$ cat config.mk
export PLATFORM = sky130hd
export DESIGN_NAME = acmp_ctrl
export DESIGN_NICKNAME = d
export VERILOG_FILES = /design/src/design/acmp_pkg.sv /design/src/design/acmp_ctrl.sv /design/src/design/acmp_edge_det.sv
export SDC_FILE = /design/constraint.sdc
export NUM_CORES = 1
export LEC_CHECK = 0
export ABC_CLOCK_PERIOD_IN_PS = 1550
export BUFFER_PORTS_ARGS = -buffer_cell sky130_fd_sc_hd__buf_2
export CAP_MARGIN = 20
export CELL_PAD_IN_SITES_DETAIL_PLACEMENT = 0
export CELL_PAD_IN_SITES_GLOBAL_PLACEMENT = 1
export CORE_AREA = 8 8 71 73
export CTS_CLUSTER_SIZE = 12
export DETAILED_ROUTE_END_ITERATION = 16
export DIE_AREA = 0 0 79 81
export GPL_ROUTABILITY_DRIVEN = 0
export PLACE_DENSITY = 0.81
export SYNTH_ARGS = -nofsm -noshare
export SYNTH_HDL_FRONTEND = slang
export SYNTH_SLANG_ARGS = --single-unit
$ cat constraint.sdc
create_clock -name clk_i -period 1.55 [get_ports clk_i]
set_clock_uncertainty 0.05 [all_clocks]
set_input_delay 0.155 -clock clk_i [delete_from_list [all_inputs] [get_ports clk_i]]
set_output_delay 0.155 -clock clk_i [all_outputs]
set_load 0.005 [all_outputs]
$ cat src/design/acmp_pkg.sv
// Package with register layout, reset values and types for the comparator control block.
package acmp_pkg;

   // ----------------------------------------------------------------
   // Register map
   // ----------------------------------------------------------------
   localparam logic [3:0] CTRL_OFS      = 4'h0;
   localparam logic [3:0] IRQ_STAT_OFS  = 4'h1;
   localparam logic [3:0] IRQ_MASK_OFS  = 4'h2;

   // ----------------------------------------------------------------
   // Control/status field positions
   // ----------------------------------------------------------------
   localparam int POWER_OFF_BIT  = 7;
   localparam int REF_SEL_BIT    = 6;
   localparam int RESULT_BIT     = 5;
   localparam int IRQ_FLAG_BIT   = 4;
   localparam int IRQ_EN_BIT     = 3;
   localparam int CAP_ROUTE_BIT  = 2;
   localparam int MODE_HI_BIT    = 1;
   localparam int MODE_LO_BIT    = 0;

   // Own status/mask layout: bit 0 is the comparator event.
   localparam int STAT_EVENT_BIT = 0;

   // ----------------------------------------------------------------
   // Reset values
   // ----------------------------------------------------------------
   localparam logic [7:0] CTRL_RST      = 8'h00;
   localparam logic [7:0] IRQ_STAT_RST  = 8'h00;
   localparam logic [7:0] IRQ_MASK_RST  = 8'h00;

   // ----------------------------------------------------------------
   // Types
   // ----------------------------------------------------------------
   typedef enum logic [1:0] {
      ACMP_MODE_TOGGLE   = 2'h0,
      ACMP_MODE_RESERVED = 2'h1,
      ACMP_MODE_FALL     = 2'h2,
      ACMP_MODE_RISE     = 2'h3
   } acmp_mode_t;

   typedef struct packed {
      logic       power_off;
      logic       ref_select;
      logic       capture_route;
      logic       irq_enable;
      acmp_mode_t mode;
   } acmp_ctrl_t;

   typedef struct packed {
      logic rise;
      logic fall;
      logic toggle;
   } acmp_edge_t;

endpackage : acmp_pkg

$ cat src/design/acmp_ctrl.sv
// The register offsets and strobed register access were left to the implementer.
`timescale 1ns/1ps
module acmp_ctrl (
   // Clock and reset
   input  wire logic       clk_i,
   input  wire logic       sys_rst_i,
   // Register port
   input  wire logic [3:0] reg_addr_i,
   input  wire logic [7:0] reg_wdata_i,
   input  wire logic       reg_wr_i,
   input  wire logic       reg_rd_i,
   output logic      [7:0] reg_rdata_o,
   // Analog comparator core
   input  wire logic       cmp_out_i,
   output logic            cmp_power_off_o,
   output logic            cmp_ref_select_o,
   output logic            ref_enable_o,
   // Processor interrupt handshake
   input  wire logic       global_irq_en_i,
   input  wire logic       vector_ack_i,
   output logic            cmp_irq_req_o,
   // Timer input capture
   output logic            capture_src_o,
   output logic            capture_sel_o,
   // Shared pins and second serial port
   input  wire logic       serial1_tx_en_i,
   input  wire logic       serial1_rx_en_i,
   output logic            serial1_owns_pins_o,
   // Block interrupt
   output logic            irq_o
);

   // ----------------------------------------------------------------
   // Register state
   // ----------------------------------------------------------------
   acmp_pkg::acmp_ctrl_t ctrl_r;
   acmp_pkg::acmp_ctrl_t ctrl_nxt;
   logic                 flag_r;
   logic                 flag_nxt;
   logic [7:0]           stat_r;
   logic [7:0]           stat_nxt;
   logic [7:0]           mask_r;
   logic [7:0]           rdata_r;
   logic [7:0]           rdata_nxt;

   logic                 result;
   acmp_pkg::acmp_edge_t edges;

   localparam acmp_pkg::acmp_ctrl_t CTRL_RST_FIELDS = '{
      power_off:     acmp_pkg::CTRL_RST[acmp_pkg::POWER_OFF_BIT],
      ref_select:    acmp_pkg::CTRL_RST[acmp_pkg::REF_SEL_BIT],
      capture_route: acmp_pkg::CTRL_RST[acmp_pkg::CAP_ROUTE_BIT],
      irq_enable:    acmp_pkg::CTRL_RST[acmp_pkg::IRQ_EN_BIT],
      mode:          acmp_pkg::acmp_mode_t'(
         acmp_pkg::CTRL_RST[acmp_pkg::MODE_HI_BIT:acmp_pkg::MODE_LO_BIT])
   };

   // ----------------------------------------------------------------
   // Synchroniser and edges
   // ----------------------------------------------------------------
   // The analog core makes the comparison; this block only carries its result.
   acmp_edge_det u_edge (
      .clk_i     (clk_i),
      .sys_rst_i (sys_rst_i),
      .raw_i     (cmp_out_i),
      .level_o   (result),
      .edge_o    (edges)
   );

   // ----------------------------------------------------------------
   // Decoding
   // ----------------------------------------------------------------
   function automatic logic mode_hit(input acmp_pkg::acmp_mode_t m,
                                     input acmp_pkg::acmp_edge_t e);
      logic hit;
      hit = 1'b0;
      unique case (m)
         acmp_pkg::ACMP_MODE_TOGGLE:   hit = e.toggle;
         acmp_pkg::ACMP_MODE_RESERVED: hit = 1'b0;
         acmp_pkg::ACMP_MODE_FALL:     hit = e.fall;
         acmp_pkg::ACMP_MODE_RISE:     hit = e.rise;
      endcase
      return hit;
   endfunction : mode_hit

   wire        wr_ctrl   = reg_wr_i && (reg_addr_i == acmp_pkg::CTRL_OFS);
   wire        wr_stat   = reg_wr_i && (reg_addr_i == acmp_pkg::IRQ_STAT_OFS);
   wire        wr_mask   = reg_wr_i && (reg_addr_i == acmp_pkg::IRQ_MASK_OFS);
   // Events are ignored while powered off, so powering off cannot flag; powering back on can.
   wire        event_hit = ~ctrl_r.power_off & mode_hit(ctrl_r.mode, edges);
   wire        flag_clr  = (wr_ctrl && reg_wdata_i[acmp_pkg::IRQ_FLAG_BIT])
                           || vector_ack_i;
   wire [7:0]  ctrl_view = {ctrl_r.power_off, ctrl_r.ref_select, result, flag_r,
                            ctrl_r.irq_enable, ctrl_r.capture_route,
                            ctrl_r.mode};

   always_comb begin
      ctrl_nxt = ctrl_r;
      if (wr_ctrl) begin
         ctrl_nxt.power_off     = reg_wdata_i[acmp_pkg::POWER_OFF_BIT];
         ctrl_nxt.ref_select    = reg_wdata_i[acmp_pkg::REF_SEL_BIT];
         ctrl_nxt.irq_enable    = reg_wdata_i[acmp_pkg::IRQ_EN_BIT];
         ctrl_nxt.capture_route = reg_wdata_i[acmp_pkg::CAP_ROUTE_BIT];
         ctrl_nxt.mode = acmp_pkg::acmp_mode_t'(
            reg_wdata_i[acmp_pkg::MODE_HI_BIT:acmp_pkg::MODE_LO_BIT]);
      end
   end

   // Set wins over clear so an event in the clearing cycle is kept.
   assign flag_nxt = event_hit | (flag_r & ~flag_clr);

   always_comb begin
      stat_nxt = stat_r;
      if (wr_stat) begin
         stat_nxt = stat_r & ~reg_wdata_i;
      end
      if (event_hit) begin
         stat_nxt[acmp_pkg::STAT_EVENT_BIT] = 1'b1;
      end
   end

   always_comb begin
      rdata_nxt = 8'h00;
      if (reg_rd_i) begin
         unique case (reg_addr_i)
            acmp_pkg::CTRL_OFS:     rdata_nxt = ctrl_view;
            acmp_pkg::IRQ_STAT_OFS: rdata_nxt = stat_r;
            acmp_pkg::IRQ_MASK_OFS: rdata_nxt = mask_r;
            default:                rdata_nxt = 8'h00;
         endcase
      end
   end

   // ----------------------------------------------------------------
   // Registers
   // ----------------------------------------------------------------
   always_ff @(posedge clk_i) begin
      if (sys_rst_i) begin
         ctrl_r  <= CTRL_RST_FIELDS;
         flag_r  <= acmp_pkg::CTRL_RST[acmp_pkg::IRQ_FLAG_BIT];
         stat_r  <= acmp_pkg::IRQ_STAT_RST;
         mask_r  <= acmp_pkg::IRQ_MASK_RST;
         rdata_r <= 8'h00;
      end else begin
         ctrl_r  <= ctrl_nxt;
         flag_r  <= flag_nxt;
         stat_r  <= stat_nxt;
         mask_r  <= wr_mask ? reg_wdata_i : mask_r;
         rdata_r <= rdata_nxt;
      end
   end

   // ----------------------------------------------------------------
   // Outputs
   // ----------------------------------------------------------------
   assign reg_rdata_o         = rdata_r;
   assign cmp_power_off_o     = ctrl_r.power_off;
   assign cmp_ref_select_o    = ctrl_r.ref_select;
   // The reference is only powered while selected, to save supply current.
   assign ref_enable_o        = ctrl_r.ref_select;
   assign cmp_irq_req_o       = flag_r & ctrl_r.irq_enable & global_irq_en_i;
   // Gated to zero when not routed, so timer capture sees no stray edges.
   assign capture_src_o       = ctrl_r.capture_route & result;
   assign capture_sel_o       = ctrl_r.capture_route;
   assign serial1_owns_pins_o = serial1_tx_en_i | serial1_rx_en_i;
   assign irq_o               = |(stat_r & mask_r);

   // ----------------------------------------------------------------
   // Assertions
   // ----------------------------------------------------------------
   a_req_gating: assert property (@(posedge clk_i) disable iff (sys_rst_i)
      cmp_irq_req_o == (flag_r && ctrl_r.irq_enable && global_irq_en_i))
      else $error("Interrupt request not gated correctly.");

   a_flag_sets: assert property (@(posedge clk_i) disable iff (sys_rst_i)
      event_hit |=> flag_r)
      else $error("Flag did not set after event.");

   a_w1c_clear: assert property (@(posedge clk_i) disable iff (sys_rst_i)
      (wr_ctrl && reg_wdata_i[acmp_pkg::IRQ_FLAG_BIT] && !event_hit) |=> !flag_r)
      else $error("Flag not cleared by write of one.");

   a_w0_keeps: assert property (@(posedge clk_i) disable iff (sys_rst_i)
      (flag_r && !vector_ack_i && !(wr_ctrl && reg_wdata_i[acmp_pkg::IRQ_FLAG_BIT]))
      |=> flag_r)
      else $error("Flag lost without a clear.");

   a_vector_clear: assert property (@(posedge clk_i) disable iff (sys_rst_i)
      (vector_ack_i && !event_hit) |=> !flag_r)
      else $error("Vector did not clear flag.");

   a_reserved_mode: assert property (@(posedge clk_i) disable iff (sys_rst_i)
      (ctrl_r.mode == acmp_pkg::ACMP_MODE_RESERVED) |-> !event_hit)
      else $error("Reserved mode produced an event.");

   a_rise_mode: assert property (@(posedge clk_i) disable iff (sys_rst_i)
      (ctrl_r.mode == acmp_pkg::ACMP_MODE_RISE && !ctrl_r.power_off && $rose(result))
      |-> event_hit)
      else $error("Rising edge missed.");

   a_fall_mode: assert property (@(posedge clk_i) disable iff (sys_rst_i)
      (ctrl_r.mode == acmp_pkg::ACMP_MODE_FALL && !ctrl_r.power_off && $fell(result))
      |-> event_hit)
      else $error("Falling edge missed.");

   a_toggle_mode: assert property (@(posedge clk_i) disable iff (sys_rst_i)
      (ctrl_r.mode == acmp_pkg::ACMP_MODE_TOGGLE && !ctrl_r.power_off && $changed(result))
      |-> event_hit)
      else $error("Toggle missed.");

   a_off_no_flag: assert property (@(posedge clk_i) disable iff (sys_rst_i)
      (ctrl_r.power_off && !flag_r) |=> !flag_r)
      else $error("Flag set while comparator powered off.");

   a_flag_needs_event: assert property (@(posedge clk_i) disable iff (sys_rst_i)
      (!flag_r && !event_hit) |=> !flag_r)
      else $error("Flag set without an event.");

   a_stat_sets: assert property (@(posedge clk_i) disable iff (sys_rst_i)
      event_hit |=> stat_r[acmp_pkg::STAT_EVENT_BIT])
      else $error("Status bit did not set after event.");

   a_stat_w1c: assert property (@(posedge clk_i) disable iff (sys_rst_i)
      (wr_stat && reg_wdata_i[acmp_pkg::STAT_EVENT_BIT] && !event_hit)
      |=> !stat_r[acmp_pkg::STAT_EVENT_BIT])
      else $error("Status bit not cleared by write of one.");

   a_irq_level: assert property (@(posedge clk_i) disable iff (sys_rst_i)
      (stat_r[acmp_pkg::STAT_EVENT_BIT] && mask_r[acmp_pkg::STAT_EVENT_BIT]) |-> irq_o)
      else $error("Unmasked status without interrupt.");

   a_mask_follow: assert property (@(posedge clk_i) disable iff (sys_rst_i)
      wr_mask |=> mask_r == $past(reg_wdata_i))
      else $error("Mask write not applied.");

   a_result_live: assert property (@(posedge clk_i) disable iff (sys_rst_i)
      (reg_rd_i && reg_addr_i == acmp_pkg::CTRL_OFS)
      |=> reg_rdata_o[acmp_pkg::RESULT_BIT] == $past(result))
      else $error("Result bit does not follow comparator.");

   a_rdata_idle: assert property (@(posedge clk_i) disable iff (sys_rst_i)
      !reg_rd_i |=> reg_rdata_o == 8'h00)
      else $error("Read data present without a read.");

   a_unmapped_read: assert property (@(posedge clk_i) disable iff (sys_rst_i)
      (reg_rd_i && reg_addr_i > acmp_pkg::IRQ_MASK_OFS)
      |=> reg_rdata_o == 8'h00)
      else $error("Unmapped read returned data.");

   a_capture_off: assert property (@(posedge clk_i) disable iff (sys_rst_i)
      !ctrl_r.capture_route |-> (!capture_src_o && !capture_sel_o))
      else $error("Capture path not isolated.");

   a_capture_follow: assert property (@(posedge clk_i) disable iff (sys_rst_i)
      ctrl_r.capture_route |-> (capture_src_o == result && capture_sel_o))
      else $error("Capture path does not carry the result.");

   a_power_follow: assert property (@(posedge clk_i) disable iff (sys_rst_i)
      wr_ctrl |=> cmp_power_off_o == $past(reg_wdata_i[acmp_pkg::POWER_OFF_BIT]))
      else $error("Power-off bit not applied.");

   a_ref_follow: assert property (@(posedge clk_i) disable iff (sys_rst_i)
      wr_ctrl |=> cmp_ref_select_o == $past(reg_wdata_i[acmp_pkg::REF_SEL_BIT]))
      else $error("Reference select not applied.");

   a_mode_follow: assert property (@(posedge clk_i) disable iff (sys_rst_i)
      wr_ctrl |=> ctrl_r.mode ==
         $past(reg_wdata_i[acmp_pkg::MODE_HI_BIT:acmp_pkg::MODE_LO_BIT]))
      else $error("Mode field not applied.");

   a_enable_follow: assert property (@(posedge clk_i) disable iff (sys_rst_i)
      wr_ctrl |=> ctrl_r.irq_enable == $past(reg_wdata_i[acmp_pkg::IRQ_EN_BIT]))
      else $error("Interrupt enable not applied.");

   a_ctrl_hold: assert property (@(posedge clk_i) disable iff (sys_rst_i)
      !wr_ctrl |=> $stable(ctrl_r))
      else $error("Control fields changed without a write.");

   a_enable_block: assert property (@(posedge clk_i) disable iff (sys_rst_i)
      !ctrl_r.irq_enable |-> !cmp_irq_req_o)
      else $error("Request while interrupt disabled.");

   a_global_block: assert property (@(posedge clk_i) disable iff (sys_rst_i)
      !global_irq_en_i |-> !cmp_irq_req_o)
      else $error("Request while global enable off.");

   a_pin_override: assert property (@(posedge clk_i) disable iff (sys_rst_i)
      (serial1_tx_en_i || serial1_rx_en_i) |-> serial1_owns_pins_o)
      else $error("Serial port lost pin control.");

endmodule : acmp_ctrl

$ cat src/design/acmp_edge_det.sv
// Synchroniser and edge detector for the comparator output.
`timescale 1ns/1ps
module acmp_edge_det (
   // Clock and reset
   input  wire logic             clk_i,
   input  wire logic             sys_rst_i,
   // Comparator output from the analog core
   input  wire logic             raw_i,
   // Synchronised level and events
   output logic                  level_o,
   output acmp_pkg::acmp_edge_t  edge_o
);

   logic sync1_r;
   logic sync2_r;
   logic prev_r;

   always_ff @(posedge clk_i) begin
      if (sys_rst_i) begin
         sync1_r <= 1'b0;
         sync2_r <= 1'b0;
         prev_r  <= 1'b0;
      end else begin
         sync1_r <= raw_i;
         sync2_r <= sync1_r;
         prev_r  <= sync2_r;
      end
   end

   assign level_o       = sync2_r;
   assign edge_o.rise   = sync2_r & ~prev_r;
   assign edge_o.fall   = ~sync2_r & prev_r;
   assign edge_o.toggle = sync2_r ^ prev_r;

endmodule : acmp_edge_det

==> results.json <==
{
  "ant_nets": 0,
  "crit_type": "reg2reg",
  "layout_min_cycle_time_ns": 1.422,
  "wl_mm": 3.980,
  "multi_input_area_um2": 740.7,
  "cts_tree": "yes",
  "path_clk_slew_ns": 0.07,
  "root_buffer": "clkbuf_8",
  "synth_cells": 161,
  "ys.warnings.count": 0,
  "slew-limit-headroom": 0.3127,
  "fin_nets": 220,
  "grt_max_degree": 29,
  "period_share": 0.9171,
  "start_util": 0.3811,
  "drt-vias-per-instance": 5.387,
  "die-area_um2": 6399,
  "cts_buffers": 5,
  "cts.sinks": 34,
  "critical_path_required_ns": 1.68,
  "max-cap-violations": 0,
  "grtUsageTotal": 0.1280,
  "num_io_pins": 37,
  "fillers": 402,
  "hold_buffers": 0,
  "cp.arrival_ns": 1.55,
  "synth.avg_cell_area_um2": 9.264,
  "antenna_found_initial": 0,
  "p_leak_nw": 0.7327,
  "io_buffers": 36,
  "yosysTopAreaCell": "dfxtp_1",
  "r2r_end": "flag_r",
  "whs_path_depth": 2,
  "ys_ff_latch": 34,
  "hpwl_mm": 2.956,
  "timing_hold_violations_final": 0,
  "rows": 23,
  "grt_pass1_vias": 1362,
  "dr.first_iter.drc_count": 109,
  "pre_cts_slack_ns": -0.05519,
  "final_max_slew_viol_count": 0,
  "min_from": "reg_wdata_i[5]",
  "ir_drop_mv": 0.5417,
  "area_growth_pct": 22.23,
  "regArea_um2": 680.7,
  "cts_resized": 0,
  "drive_above_1_share": 0.2677,
  "end_kind": "flip-flop",
  "max_freq_mhz": 703.5,
  "ys_seq_area_frac": 0.4564,
  "r2r_slack_ns": 0.13,
  "grt_overflow_total": 0,
  "route.detailed.drc": 0,
  "wl_per_cell_um": 16.05,
  "power_density_nw_per_um2": 1010,
  "vias": 1336,
  "holdPathEnd": "stat_r[5]",
  "synth_top_area_share": 0.4564,
  "crit_fanout": 4,
  "die_h_um": 81,
  "design_area_um2": 1823,
  "rr_worst_depth": 5,
  "worstMarginPinSlew_ns": 1.029,
  "coreArea_um2": 3914,
  "synthesis.area_um2": 1491,
  "insertion_delay_ns": 0.29,
  "diodes": 0,
  "setup_violations": 0,
  "r2r-start": "u_edge.level_o",
  "start_kind": "flip-flop",
  "cts_max_path_buffers": 2,
  "postCtsSetupBuffers": 0,
  "grt_first_pass_wirelength_mm": 6.472,
  "timing.final.ws_setup_ns": 0.1285,
  "htreeDepth": 2,
  "outcome": "finished, final reports clean",
  "die_x_um": 79,
  "placed_area_um2": 1717,
  "min-delay-path-class": "in2reg",
  "synth_area_leaders": "dfxtp_1 46%, a21oi_1 7.0%, mux2i_1 5.4%",
  "dr.pass1.iters": 4,
  "syn_nets": 184,
  "synth_cell_type_count": 33,
  "rsz0062_at_grt": "no"
}
## per-layer routing
layer  up-vias  GRT usage  part of all wire
li1        651          -                 -
met1       635     0.1406              0.41
met2        45     0.2169              0.49
met3         5    0.04857             0.083
met4         0    0.05556             0.013
met5         -          0                 0
## flip-flops by register name, indices dropped and copies added, names as in the netlist
signal / count
reg_rdata_o: 8
u_edge.prev_r: 1
ctrl_r: 3
u_edge.level_o: 1
stat_r: 8
capture_sel_o: 1
cmp_ref_select_o: 1
mask_r: 8
cmp_power_off_o: 1
flag_r: 1
u_edge.sync1_r: 1
## worst max path at each step
stage	from	end	slack [ns]	depth (start not counted)
finish	u_edge.level_o	flag_r	0.13	5
global route	u_edge.level_o	stat_r[0]	0.009	5
CTS	u_edge.level_o	flag_r	0.11	5
detailed placement	reg_addr_i[1]	mask_r[0]	-0.06	4
global placement	reg_addr_i[1]	reg_rdata_o[7]	0.07	4
floorplan	u_edge.level_o	flag_r	0.33	5
## metrics by stage
stage	hold WS [ns]	setup TNS [ns]	util	total power, mW	instances
floorplan	0.1928	0	-	0.9974	161
global placement	0.3047	0	0.4386	1.058	240
detailed placement	0.3169	-0.2255	0.4386	1.062	240
CTS	0.004262	0	0.4658	1.857	248
global route	0.009888	0	0.4658	1.909	248
finish	0.008295	0	0.4658	1.840	248
## final cells by class
class	count	share of cell area
sequential	34	0.3734
inverter	4	0.008236
clock inverter	1	0.01647
timing repair buffer	41	0.1194
tap	50	0.03432
clock buffer	7	0.04187
multi-input combinational	111	0.4063
## where the power goes
part	internal (mW)	total, mW	switching (mW)
clock network	0.481	0.796	0.315
registers	0.886	0.896	0.0103
logic	0.0654	0.148	0.0827
total	1.43	1.84	0.408
## cell usage after synthesis
cell and instances:
and3_1 1, a2bb2oi_1 8, nor4b_4 1, nor2b_1 3
and2_1 1, nand4_1 1, a211oi_1 1, o41ai_1 2
nor3b_2 1, o21ai_0 14, nor2_1 11, nand3_1 8
or4b_4 1, dfxtp_1 34, ha_1 2, buf_2 4
o311ai_2 1, a21oi_1 21, mux2i_1 8, or2_2 1
a22oi_1 4, and2_0 1, a311o_1 1, clkbuf_2 1
clkbuf_1 6, or3b_2 1, a21boi_0 1, nor4b_1 1
nand3b_1 6, nand2_1 2, buf_4 1, inv_1 4
nand2b_1 8
## cells by family (layout without fill, tap and decap cells)
logic type,after synthesis,in the layout,synth area share
buffers and inverters,16,53,0.04698
and+or+nand+nor,48,48,0.2022
muxes,8,8,0.05369
DFF,34,34,0.4564
adders and majority gates,2,2,0.01678
AOI/OAI and AO/OA,53,53,0.2240
## worst max-delay path, stage by stage, from the launching register on
cell	delay [ns]
dfxtp_1	0.42
inv_1	0.09
ha_1	0.29
nor2_1	0.09
a211oi_1	0.07
o41ai_1	0.31
## layout by cell type (no fill, tap or decap), types with 2 or more instances in the layout
cell / synthesis / final
buf_2: 4 / 36
dfxtp_1: 34 / 34
a21oi_1: 21 / 21
o21ai_0: 14 / 14
nor2_1: 11 / 11
mux2i_1: 8 / 8
a2bb2oi_1: 8 / 8
nand2b_1: 8 / 8
nand3_1: 8 / 8
nand3b_1: 6 / 6
clkbuf_8: 0 / 5
buf_4: 1 / 5
inv_1: 4 / 4
a22oi_1: 4 / 4
nor2b_1: 3 / 3
nand2_1: 2 / 2
o41ai_1: 2 / 2
ha_1: 2 / 2
clkbuf_1: 6 / 2
Note: power is estimated with default switching activity, not from simulation.
